$ cat config.mk
export PLATFORM = sky130hd
export DESIGN_NAME = apc_regs
export DESIGN_NICKNAME = d
export VERILOG_FILES = /design/src/core/apc_deglitch.v /design/src/core/apc_regs.v
export VERILOG_INCLUDE_DIRS = /design/src /design/src/core
export SDC_FILE = /design/constraint.sdc
export NUM_CORES = 1
export LEC_CHECK = 0
export ABC_CLOCK_PERIOD_IN_PS = 6800
export BUFFER_PORTS_ARGS = -buffer_cell sky130_fd_sc_hd__buf_4
export CORE_MARGIN = 1.5
export CORE_UTILIZATION = 38
export DETAILED_ROUTE_END_ITERATION = 8
export REMOVE_ABC_BUFFERS = 1
export SLEW_MARGIN = 20
export SYNTH_ARGS = -nofsm -noshare
export SYNTH_HDL_FRONTEND = slang
export SYNTH_SLANG_ARGS = --single-unit
$ cat constraint.sdc
create_clock -name clk_i -period 6.8 [get_ports clk_i]
set_input_delay 1.02 -clock clk_i [delete_from_list [all_inputs] [get_ports clk_i]]
set_output_delay 1.02 -clock clk_i [all_outputs]
set_load 0.005 [all_outputs]
$ cat src/core/apc_defines.vh
// Overview of operation
// - registers sit at fixed byte offsets, reachable as words or single bytes.
// - buffer-load bit copies result registers into buffers at each end of conversion.
// - deglitch passes raw for 00, else two-of-two, two-of-three, three-of-five.
// - per-timer trigger enables; cleared bit blocks that timer's triggers.
// - timer, match and saturation stop conditions act only while enabled.
// - run bit shows running state; software forces it, hardware updates it.
// - slope bit selects counting up for 0 and down for 1.
// - output source picks mux or DAC; output enable gates the analog output.
// - swap bit inverts the comparator output used by the logic.
// - read-only status bit returns filtered comparator result.
// - channel three and two range fields: 250 mV, 1 V, 2 V, 11 reserved.
// - channel one and zero range bits: 250 mV for 0, 500 mV for 1.
// - trim has 4-bit temperature and 3-bit gain; load needs gain lsb written one.
// - without continuous mode: auto-zero per request, forced phase, or long-term compare.
// - continuous bit selects continuous time operation regardless of other bits.
// - successive-approximation enable replaces ramp generation.
// - prescaler divides by 1,2,4,8,16 for codes 000..100; feeds converter and filter.
// - resets: config 2000h, control f0f0h, fractional regs 8000h, rest zero.
`ifndef APC_DEFINES_VH
`define APC_DEFINES_VH
`define APC_OFS_CNF     5'h00
`define APC_OFS_CTL     5'h02
`define APC_OFS_OMR     5'h04
`define APC_OFS_VDIV    5'h06
`define APC_OFS_TRIM    5'h08
`define APC_OFS_INT     5'h10
`define APC_OFS_INTB    5'h12
`define APC_OFS_FRACT   5'h14
`define APC_OFS_FRACTB  5'h16
`define APC_OFS_IFG     5'h1a
`define APC_OFS_IE      5'h1c
`define APC_OFS_IV      5'h1e
`define APC_RST_CNF     16'h2000
`define APC_RST_CTL     16'hf0f0
`define APC_RST_FRACT   16'h8000
`define APC_MSK_CNF     16'h7fef
`define APC_MSK_OMR     16'h0f0f
`define APC_MSK_VDIV    16'h00ff
`define APC_MSK_INT     16'h00ff
`define APC_MSK_FRACT   16'hff00
`define APC_MSK_IRQ     16'h000f
`define APC_BIT_TIMER_ZERO_TRIGGER_EN   0
`define APC_BIT_TIMER_ONE_TRIGGER_EN   1
`define APC_BIT_COMPARATOR_POWER_EN   5
`define APC_BIT_DAC_BUFFER_POWER_EN    6
`define APC_BIT_LADDER_POWER_EN  7
`define APC_BIT_BUFFER_LOAD_ON_DONE   10
`define APC_BIT_TIMER_RESULT_RELOAD    11
`define APC_BIT_INTERNAL_REFERENCE_EN   13
`define APC_BIT_REFERENCE_PIN_EN  14
`define APC_BIT_OUTPUT_DRIVER_EN    0
`define APC_BIT_COMPARATOR_INVERT    1
`define APC_BIT_OUTPUT_SOURCE_SELECT    2
`define APC_BIT_SLOPE   3
`define APC_BIT_RUN     8
`define APC_BIT_SSTP    9
`define APC_BIT_CSTP    10
`define APC_BIT_TSTP    11
`define APC_BIT_SUCCESSIVE_APPROX_EN   3
`define APC_BIT_COMPARATOR_CONTINUOUS_MODE    8
`define APC_BIT_LONGTERM_ZEROED_COMPARE   9
`define APC_BIT_AZSW    10
`define APC_BIT_TSEL    0
`define APC_BIT_GLSB    9
`define APC_CLK_VLO     2'h0
`define APC_CLK_MCLK    2'h1
`define APC_CLK_SUBSYSTEM_CPU_CLOCK   2'h2
`define APC_DF_RAW      2'h0
`define APC_DF_2OF2     2'h1
`define APC_DF_2OF3     2'h2
`define APC_DF_3OF5     2'h3
`define APC_AZ_REQ      4'h1
`define APC_AZ_FORCE    4'h2
`define APC_AZ_LONG     4'h4
`define APC_AZ_CONT     4'h8
`endif

$ cat src/core/apc_deglitch.v
`timescale 1ns/100ps
`include "apc_defines.vh"
module apc_deglitch (
   // clock and reset
   input  wire       clk_i,
   input  wire       rst_i,
   // control
   input  wire       sample_i,
   input  wire [1:0] setting_i,
   input  wire       raw_i,
   // result
   output reg        filt_o
);
   reg  [4:0] hist_reg;
   reg  [2:0] ones;
   reg  [2:0] need;
   reg  [2:0] span;
   reg        filt_next;
   integer    k;

   always @* begin
      ones = 3'h0;
      need = 3'h2;
      span = 3'h2;
      filt_next = filt_o;
      case (setting_i)
         `APC_DF_2OF2: begin
            need = 3'h2;
            span = 3'h2;
         end
         `APC_DF_2OF3: begin
            need = 3'h2;
            span = 3'h3;
         end
         `APC_DF_3OF5: begin
            need = 3'h3;
            span = 3'h5;
         end
         default: begin
            need = 3'h1;
            span = 3'h1;
         end
      endcase
      for (k = 0; k < 5; k = k + 1) begin
         if (k < span && hist_reg[k])
            ones = ones + 3'h1;
      end
      // majority in either direction before the output may change
      if (setting_i == `APC_DF_RAW)
         filt_next = raw_i;
      else if (ones >= need)
         filt_next = 1'b1;
      else if ((span - ones) >= need)
         filt_next = 1'b0;
   end

   always @(posedge clk_i) begin
      if (rst_i) begin
         hist_reg <= 5'h00;
         filt_o   <= 1'b0;
      end else begin
         if (sample_i)
            hist_reg <= {hist_reg[3:0], raw_i};
         filt_o <= filt_next;
      end
   end
endmodule

$ cat src/core/apc_regs.v
// Design decision made here: the Wishbone slave port.
`timescale 1ns/100ps
`include "apc_defines.vh"
module apc_regs #(
   parameter [6:0] FUSE_TRIM = 7'h40
) (
   // clock and reset
   input  wire        clk_i,
   input  wire        rst_i,
   // wishbone slave
   input  wire        cyc_i,
   input  wire        stb_i,
   input  wire        we_i,
   input  wire [4:0]  adr_i,
   input  wire [1:0]  sel_i,
   input  wire [15:0] dat_i,
   output reg  [15:0] dat_o,
   output reg         ack_o,
   // clock sources
   input  wire        very_low_power_osc_clock_i,
   input  wire        master_clock_i,
   input  wire        subsystem_cpu_clock_i,
   // converter events
   input  wire        timer_zero_event_i,
   input  wire        timer_one_event_i,
   input  wire        conv_done_i,
   input  wire        saturation_i,
   input  wire        comparator_raw_i,
   input  wire        hw_start_i,
   input  wire [7:0]  conv_int_i,
   input  wire [7:0]  conv_fract_i,
   // analog controls
   output wire        conv_clock_o,
   output reg         conv_tick_o,
   output wire        trigger_o,
   output wire        converter_running_o,
   output wire        count_down_o,
   output wire        successive_approx_en_o,
   output wire        ladder_power_en_o,
   output wire        dac_buffer_power_en_o,
   output wire        comparator_power_en_o,
   output wire        internal_reference_en_o,
   output wire        reference_pin_en_o,
   output wire        output_source_select_o,
   output wire        output_driver_en_o,
   output wire        comparator_used_o,
   output wire [3:0]  zeroing_mode_o,
   output wire [1:0]  ch3_range_select_o,
   output wire [1:0]  ch2_range_select_o,
   output wire        ch1_range_select_o,
   output wire        ch0_range_select_o,
   output wire [3:0]  trim_temperature_part_o,
   output wire [2:0]  trim_gain_part_o
);
   reg  [15:0] cnf_reg;
   reg  [15:0] ctl_reg;
   reg  [15:0] omr_reg;
   reg  [15:0] vdiv_reg;
   reg  [6:0]  trim_reg;
   reg         tsel_reg;
   reg  [15:0] int_reg;
   reg  [15:0] intb_reg;
   reg  [15:0] fract_reg;
   reg  [15:0] fractb_reg;
   reg  [15:0] ifg_reg;
   reg  [15:0] ie_reg;
   reg  [15:0] iv_reg;
   reg  [3:0]  pre_reg;
   reg  [15:0] rd;
   reg  [15:0] wmask;
   reg  [1:0]  vlo_sync_reg;
   reg  [1:0]  mclk_sync_reg;
   reg  [1:0]  subsystem_cpu_clock_sync_reg;
   reg         src_prev_reg;
   reg  [3:0]  pre_lim;
   wire        filtered_comparator_state;
   wire        src;
   wire        src_rise;
   wire        wr;
   wire [1:0]  conv_clock_select;
   wire [6:0]  trim_view;
   wire        stop_hit;

   // register bus: ack the cycle after the strobe; a write lands at the ack edge
   assign wr = cyc_i & stb_i & we_i & ack_o;
   always @* begin
      wmask = {{8{sel_i[1]}}, {8{sel_i[0]}}};
   end

   // clock sources are sampled; switching between them can produce a false rising edge and tick
   assign conv_clock_select = cnf_reg[9:8];
   assign src = (conv_clock_select == `APC_CLK_MCLK)  ? mclk_sync_reg[1]  :
                (conv_clock_select == `APC_CLK_SUBSYSTEM_CPU_CLOCK) ? subsystem_cpu_clock_sync_reg[1] :
                vlo_sync_reg[1];
   assign conv_clock_o = src;
   assign src_rise = src & ~src_prev_reg;

   always @* begin
      case (omr_reg[2:0])
         3'h0:    pre_lim = 4'h0;
         3'h1:    pre_lim = 4'h1;
         3'h2:    pre_lim = 4'h3;
         3'h3:    pre_lim = 4'h7;
         default: pre_lim = 4'hf;
      endcase
   end

   always @(posedge clk_i) begin
      if (rst_i) begin
         vlo_sync_reg   <= 2'h0;
         mclk_sync_reg  <= 2'h0;
         subsystem_cpu_clock_sync_reg <= 2'h0;
         src_prev_reg   <= 1'b0;
         pre_reg        <= 4'h0;
         conv_tick_o    <= 1'b0;
      end else begin
         vlo_sync_reg   <= {vlo_sync_reg[0], very_low_power_osc_clock_i};
         mclk_sync_reg  <= {mclk_sync_reg[0], master_clock_i};
         subsystem_cpu_clock_sync_reg <= {subsystem_cpu_clock_sync_reg[0], subsystem_cpu_clock_i};
         src_prev_reg   <= src;
         conv_tick_o    <= 1'b0;
         if (src_rise) begin
            if (pre_reg >= pre_lim) begin
               pre_reg     <= 4'h0;
               conv_tick_o <= 1'b1;
            end else
               pre_reg <= pre_reg + 4'h1;
         end
      end
   end

   apc_deglitch u_filt (
      .clk_i     (clk_i),
      .rst_i     (rst_i),
      .sample_i  (conv_tick_o),
      .setting_i (cnf_reg[3:2]),
      .raw_i     (comparator_raw_i),
      .filt_o    (filtered_comparator_state)
   );

   assign comparator_used_o = filtered_comparator_state ^ ctl_reg[`APC_BIT_COMPARATOR_INVERT];
   assign trigger_o = (timer_zero_event_i & cnf_reg[`APC_BIT_TIMER_ZERO_TRIGGER_EN]) |
                      (timer_one_event_i & cnf_reg[`APC_BIT_TIMER_ONE_TRIGGER_EN]);
   assign stop_hit = (ctl_reg[`APC_BIT_TSTP] & trigger_o) |
                     (ctl_reg[`APC_BIT_CSTP] & comparator_used_o) |
                     (ctl_reg[`APC_BIT_SSTP] & saturation_i);
   assign converter_running_o     = ctl_reg[`APC_BIT_RUN];
   assign count_down_o            = ctl_reg[`APC_BIT_SLOPE];
   assign successive_approx_en_o  = omr_reg[`APC_BIT_SUCCESSIVE_APPROX_EN];
   assign ladder_power_en_o       = cnf_reg[`APC_BIT_LADDER_POWER_EN];
   assign dac_buffer_power_en_o   = cnf_reg[`APC_BIT_DAC_BUFFER_POWER_EN];
   assign comparator_power_en_o   = cnf_reg[`APC_BIT_COMPARATOR_POWER_EN];
   assign internal_reference_en_o = cnf_reg[`APC_BIT_INTERNAL_REFERENCE_EN];
   assign reference_pin_en_o      = cnf_reg[`APC_BIT_REFERENCE_PIN_EN];
   assign output_source_select_o  = ctl_reg[`APC_BIT_OUTPUT_SOURCE_SELECT];
   assign output_driver_en_o      = ctl_reg[`APC_BIT_OUTPUT_DRIVER_EN];
   assign zeroing_mode_o = omr_reg[`APC_BIT_COMPARATOR_CONTINUOUS_MODE]  ? `APC_AZ_CONT :
                           omr_reg[`APC_BIT_AZSW]  ? `APC_AZ_FORCE :
                           omr_reg[`APC_BIT_LONGTERM_ZEROED_COMPARE] ? `APC_AZ_LONG : `APC_AZ_REQ;
   assign ch3_range_select_o = vdiv_reg[5:4];
   assign ch2_range_select_o = vdiv_reg[3:2];
   assign ch1_range_select_o = vdiv_reg[1];
   assign ch0_range_select_o = vdiv_reg[0];
   assign trim_view = tsel_reg ? trim_reg : FUSE_TRIM;
   assign trim_temperature_part_o = trim_view[6:3];
   assign trim_gain_part_o        = trim_view[2:0];

   always @* begin
      case (adr_i)
         `APC_OFS_CNF:    rd = cnf_reg;
         `APC_OFS_CTL:    rd = ctl_reg;
         `APC_OFS_OMR:    rd = omr_reg;
         `APC_OFS_VDIV:   rd = {7'h00, filtered_comparator_state, vdiv_reg[7:0]};
         `APC_OFS_TRIM:   rd = {trim_view, 8'h00, tsel_reg};
         `APC_OFS_INT:    rd = int_reg;
         `APC_OFS_INTB:   rd = intb_reg;
         `APC_OFS_FRACT:  rd = fract_reg;
         `APC_OFS_FRACTB: rd = fractb_reg;
         `APC_OFS_IFG:    rd = ifg_reg;
         `APC_OFS_IE:     rd = ie_reg;
         `APC_OFS_IV:     rd = iv_reg;
         default:         rd = 16'h0000;
      endcase
   end

   always @(posedge clk_i) begin
      if (rst_i) begin
         ack_o      <= 1'b0;
         dat_o      <= 16'h0000;
         cnf_reg    <= `APC_RST_CNF;
         ctl_reg    <= `APC_RST_CTL;
         omr_reg    <= 16'h0000;
         vdiv_reg   <= 16'h0000;
         trim_reg   <= 7'h00;
         tsel_reg   <= 1'b0;
         int_reg    <= 16'h0000;
         intb_reg   <= 16'h0000;
         fract_reg  <= `APC_RST_FRACT;
         fractb_reg <= `APC_RST_FRACT;
         ifg_reg    <= 16'h0000;
         ie_reg     <= 16'h0000;
         iv_reg     <= 16'h0000;
      end else begin
         ack_o <= cyc_i & stb_i & ~ack_o;
         if (cyc_i & stb_i & ~ack_o)
            dat_o <= rd;
         // hardware updates first, so a same-cycle software write wins for data
         if (conv_done_i) begin
            int_reg   <= {8'h00, conv_int_i};
            fract_reg <= {conv_fract_i, 8'h00};
            if (cnf_reg[`APC_BIT_BUFFER_LOAD_ON_DONE]) begin
               intb_reg   <= {8'h00, conv_int_i};
               fractb_reg <= {conv_fract_i, 8'h00};
            end
         end
         if (timer_one_event_i & cnf_reg[`APC_BIT_TIMER_RESULT_RELOAD]) begin
            int_reg   <= intb_reg;
            fract_reg <= fractb_reg;
         end
         if (wr) begin
            case (adr_i)
               `APC_OFS_CNF:
                  cnf_reg <= (cnf_reg & ~(wmask & `APC_MSK_CNF)) |
                             (dat_i & wmask & `APC_MSK_CNF);
               `APC_OFS_CTL: ctl_reg <= (ctl_reg & ~wmask) | (dat_i & wmask);
               `APC_OFS_OMR:
                  omr_reg <= (omr_reg & ~(wmask & `APC_MSK_OMR)) |
                             (dat_i & wmask & `APC_MSK_OMR);
               `APC_OFS_VDIV:
                  vdiv_reg <= (vdiv_reg & ~(wmask & `APC_MSK_VDIV)) |
                              (dat_i & wmask & `APC_MSK_VDIV);
               `APC_OFS_TRIM: begin
                  if (sel_i[0])
                     tsel_reg <= dat_i[`APC_BIT_TSEL];
                  if (sel_i[1] && tsel_reg && dat_i[`APC_BIT_GLSB])
                     trim_reg <= dat_i[15:9];
               end
               `APC_OFS_INT:
                  int_reg <= (int_reg & ~(wmask & `APC_MSK_INT)) |
                             (dat_i & wmask & `APC_MSK_INT);
               `APC_OFS_INTB:
                  intb_reg <= (intb_reg & ~(wmask & `APC_MSK_INT)) |
                              (dat_i & wmask & `APC_MSK_INT);
               `APC_OFS_FRACT:
                  fract_reg <= (fract_reg & ~(wmask & `APC_MSK_FRACT)) |
                               (dat_i & wmask & `APC_MSK_FRACT);
               `APC_OFS_FRACTB:
                  fractb_reg <= (fractb_reg & ~(wmask & `APC_MSK_FRACT)) |
                                (dat_i & wmask & `APC_MSK_FRACT);
               `APC_OFS_IFG:
                  ifg_reg <= (ifg_reg & ~(wmask & `APC_MSK_IRQ)) |
                             (dat_i & wmask & `APC_MSK_IRQ);
               `APC_OFS_IE:
                  ie_reg <= (ie_reg & ~(wmask & `APC_MSK_IRQ)) |
                            (dat_i & wmask & `APC_MSK_IRQ);
               default: iv_reg <= iv_reg;
            endcase
         end
         // run state: hardware start/stop acts unless software writes the byte
         if (!(wr && adr_i == `APC_OFS_CTL && sel_i[1])) begin
            if (stop_hit && ctl_reg[`APC_BIT_RUN])
               ctl_reg[`APC_BIT_RUN] <= 1'b0;
            else if (hw_start_i || (trigger_o && !ctl_reg[`APC_BIT_RUN]))
               ctl_reg[`APC_BIT_RUN] <= 1'b1;
         end
      end
   end
endmodule

==> reports/metrics.csv <==
metric,value,unit
outcome,completed,
RSZ-0062 raised after global routing,false,
Pre-antenna DRT Iters,5,
number of buffers added on ports,100,
Worst Tran Pin Value,1.16,ns
Die Ht,147,um
final setup violation count,0,
die width,147,um
Final nets,1049,
synth unique cells,68,
cells after synthesis,922,
relative slew slack,22.4,%
Worst Hold Class,register to register,
Yosys warnings,0,
RePlAce Congestion,0.815,
Max Freq,0.237,GHz
Worst-path clk slew,0.07,ns
Final ANT Viol Nets,0,
"commonest non-fill, non-tap cells in the layout","dfxtp_1, nand2_1, buf_4",
routed length per instance,20.3,um
area occupied by multi-input gates,0.00423,sq mm
initial core utilization,38.9,%
Fillers,2019,
Crit path arrival time,4.55,ns
Setup CP Type,register to register,
Synth Area per Inst,8.57,sq um
TritonCTS clock tree,yes,
worst-path fanout max,7,
clock sink total,161,
final period utilization,62.0,%
Final Hold Fails,0,
GRT overflow,0,
initial antenna violation count,0,
Synth async-reset ratio,0,%
CTS buffer count,17,
ant diodes,0,
Tmin final,4.21,ns
setup bufs post-CTS,0,
Lkg Pwr,3.52,nW
CP endpoint kind,register,
Total GRT Usage,23.6,%
via count,7180,
"Slew Viols, Final",0,
# resized after CTS,0,
GRT met2 Usage,37.3,%
vias per cell,5.71,
drt first-iter violations,727,
top-area cell type share of the netlist area,40.8,%
Max IR drop VDD,0.152,mV
vias in the first global route,6792,
drt total wl,25.6,mm
P&R area growth vs syn,17.3,%
clock skew,0.00957,ns
worst skew pair latency,0.44,ns
fin worst setup slack,2.59,ns
Sum Neg Setup Slack,0,ns
dominant synthesized flop cell,dfxtp_1,
layout cells sized above 1,16.7,%
H-tree depth,4,
Required @ worst endpoint,7.14,ns
Max Cap Violations,0,
CP Launch Type,register,
worst-case clock buffer depth,2,
"worst slack, placed",2.60,ns
"Hold-fix buffers, CTS",0,
clock root cell,clkbuf_16,
GRT Max-Usage Layer,met2,
"area leader, netlist",dfxtp_1,
fin util,45.6,%
CORE AREA,0.0203,sq mm
Synth Register Bits,161,
Seq. cell area,0.00322,sq mm
Ports,101,
"commonest non-fill, non-tap cell in the layout",dfxtp_1,
die area,0.0217,sq mm
Residual DRC,0,
grt met1 use,31.8,%
pwr/cell area,227,mW/mm^2
number of synthesized flops with an enable pin,0,
sequential area share after synthesis,40.8,%
"top cells by area, synth","dfxtp_1, nand2_1, a21oi_1",
largest net degree at the start of global routing,81,
Mapped Area,0.00790,sq mm
row cnt,52,
grt met3 use,6.06,%
DP Wirelength,16.7,mm
first-pass GRT wire length,39.1,mm
## per-stage QoR
step           cells  power [mW]  hold slack [ns]  cell area [sq um]
6_report        1258        2.11            0.439               9270
5_1_grt         1258        2.16            0.456               9270
4_1_cts         1258        2.12            0.440               9270
3_5_place_dp    1226        1.10            0.424               8650
3_3_place_gp    1226        1.10            0.420               8650
2_1_floorplan    850        1.02            0.414               7510
## logic make-up (layout without fill, tap and decap cells)
kind of cell / after synthesis / in the layout / share of synthesized area [%]
multiplexers: 48 / 48 / 6.30
AND/OR/NAND/NOR: 380 / 380 / 24.1
AO/OA/AOI/OAI: 217 / 217 / 18.9
flip-flops: 161 / 161 / 40.8
XOR/XNOR: 8 / 8 / 0.887
adder cells (fa/ha/maj): 21 / 21 / 3.42
buffers and inverters: 87 / 153 / 5.61
## path summary, 6_finish.rpt
path | start | endpoint | slack [ns] | cells after the start
setup / recovery | register | u_filt.filt_o | 2.59 | 17
hold / removal | subsystem_cpu_clock_sync_reg[0] | subsystem_cpu_clock_sync_reg[1] | 0.44 | 1
setup reg to reg | register | u_filt.filt_o | 2.59 | 17
hold reg to reg | subsystem_cpu_clock_sync_reg[0] | subsystem_cpu_clock_sync_reg[1] | 0.44 | 1
## where the power goes
part / internal (mW) / switching (mW)
logic: 0.0444 / 0.0836
registers: 0.952 / 0.00503
clock network: 0.614 / 0.408
## worst max-delay path: stages (launching register included)
cell	delay [ns]
dfxtp_1	0.33
inv_1	0.10
ha_1	0.29
nand2_1	0.08
and2_1	0.20
ha_1	0.32
xor2_1	0.38
xnor2_1	0.12
mux2_2	0.28
ha_1	0.31
o221ai_1	0.21
fa_1	0.45
ha_1	0.18
nand2b_1	0.13
a21oi_1	0.15
a21oi_1	0.10
o2111a_1	0.24
a221oi_1	0.25
## metal layers
metal  vias up  wire length (um)
met5         -                 0
met4         0               312
met3        30              2100
met2       291             11900
met1      3450             11300
li1       3409                 -
## Yosys cell counts, drive strengths merged, types with 16 or more instances
cell / number
a21oi: 79
a221oi: 21
a22oi: 48
a31oi: 24
and2: 31
buf: 36
clkbuf: 36
dfxtp: 161
ha: 20
mux2i: 40
nand2: 137
nand3: 54
nor2: 74
nor2b: 16
## area by class of cell
| class | count | area share, % |
|---|---|---|
| clock buffer | 19 | 4.67 |
| clock inverter | 13 | 2.01 |
| inverter | 15 | 0.608 |
| multi-input combinational | 674 | 45.7 |
| sequential | 161 | 34.8 |
| tap | 270 | 3.65 |
| timing repair buffer | 106 | 8.59 |
Power figures use the tool's default switching activity.
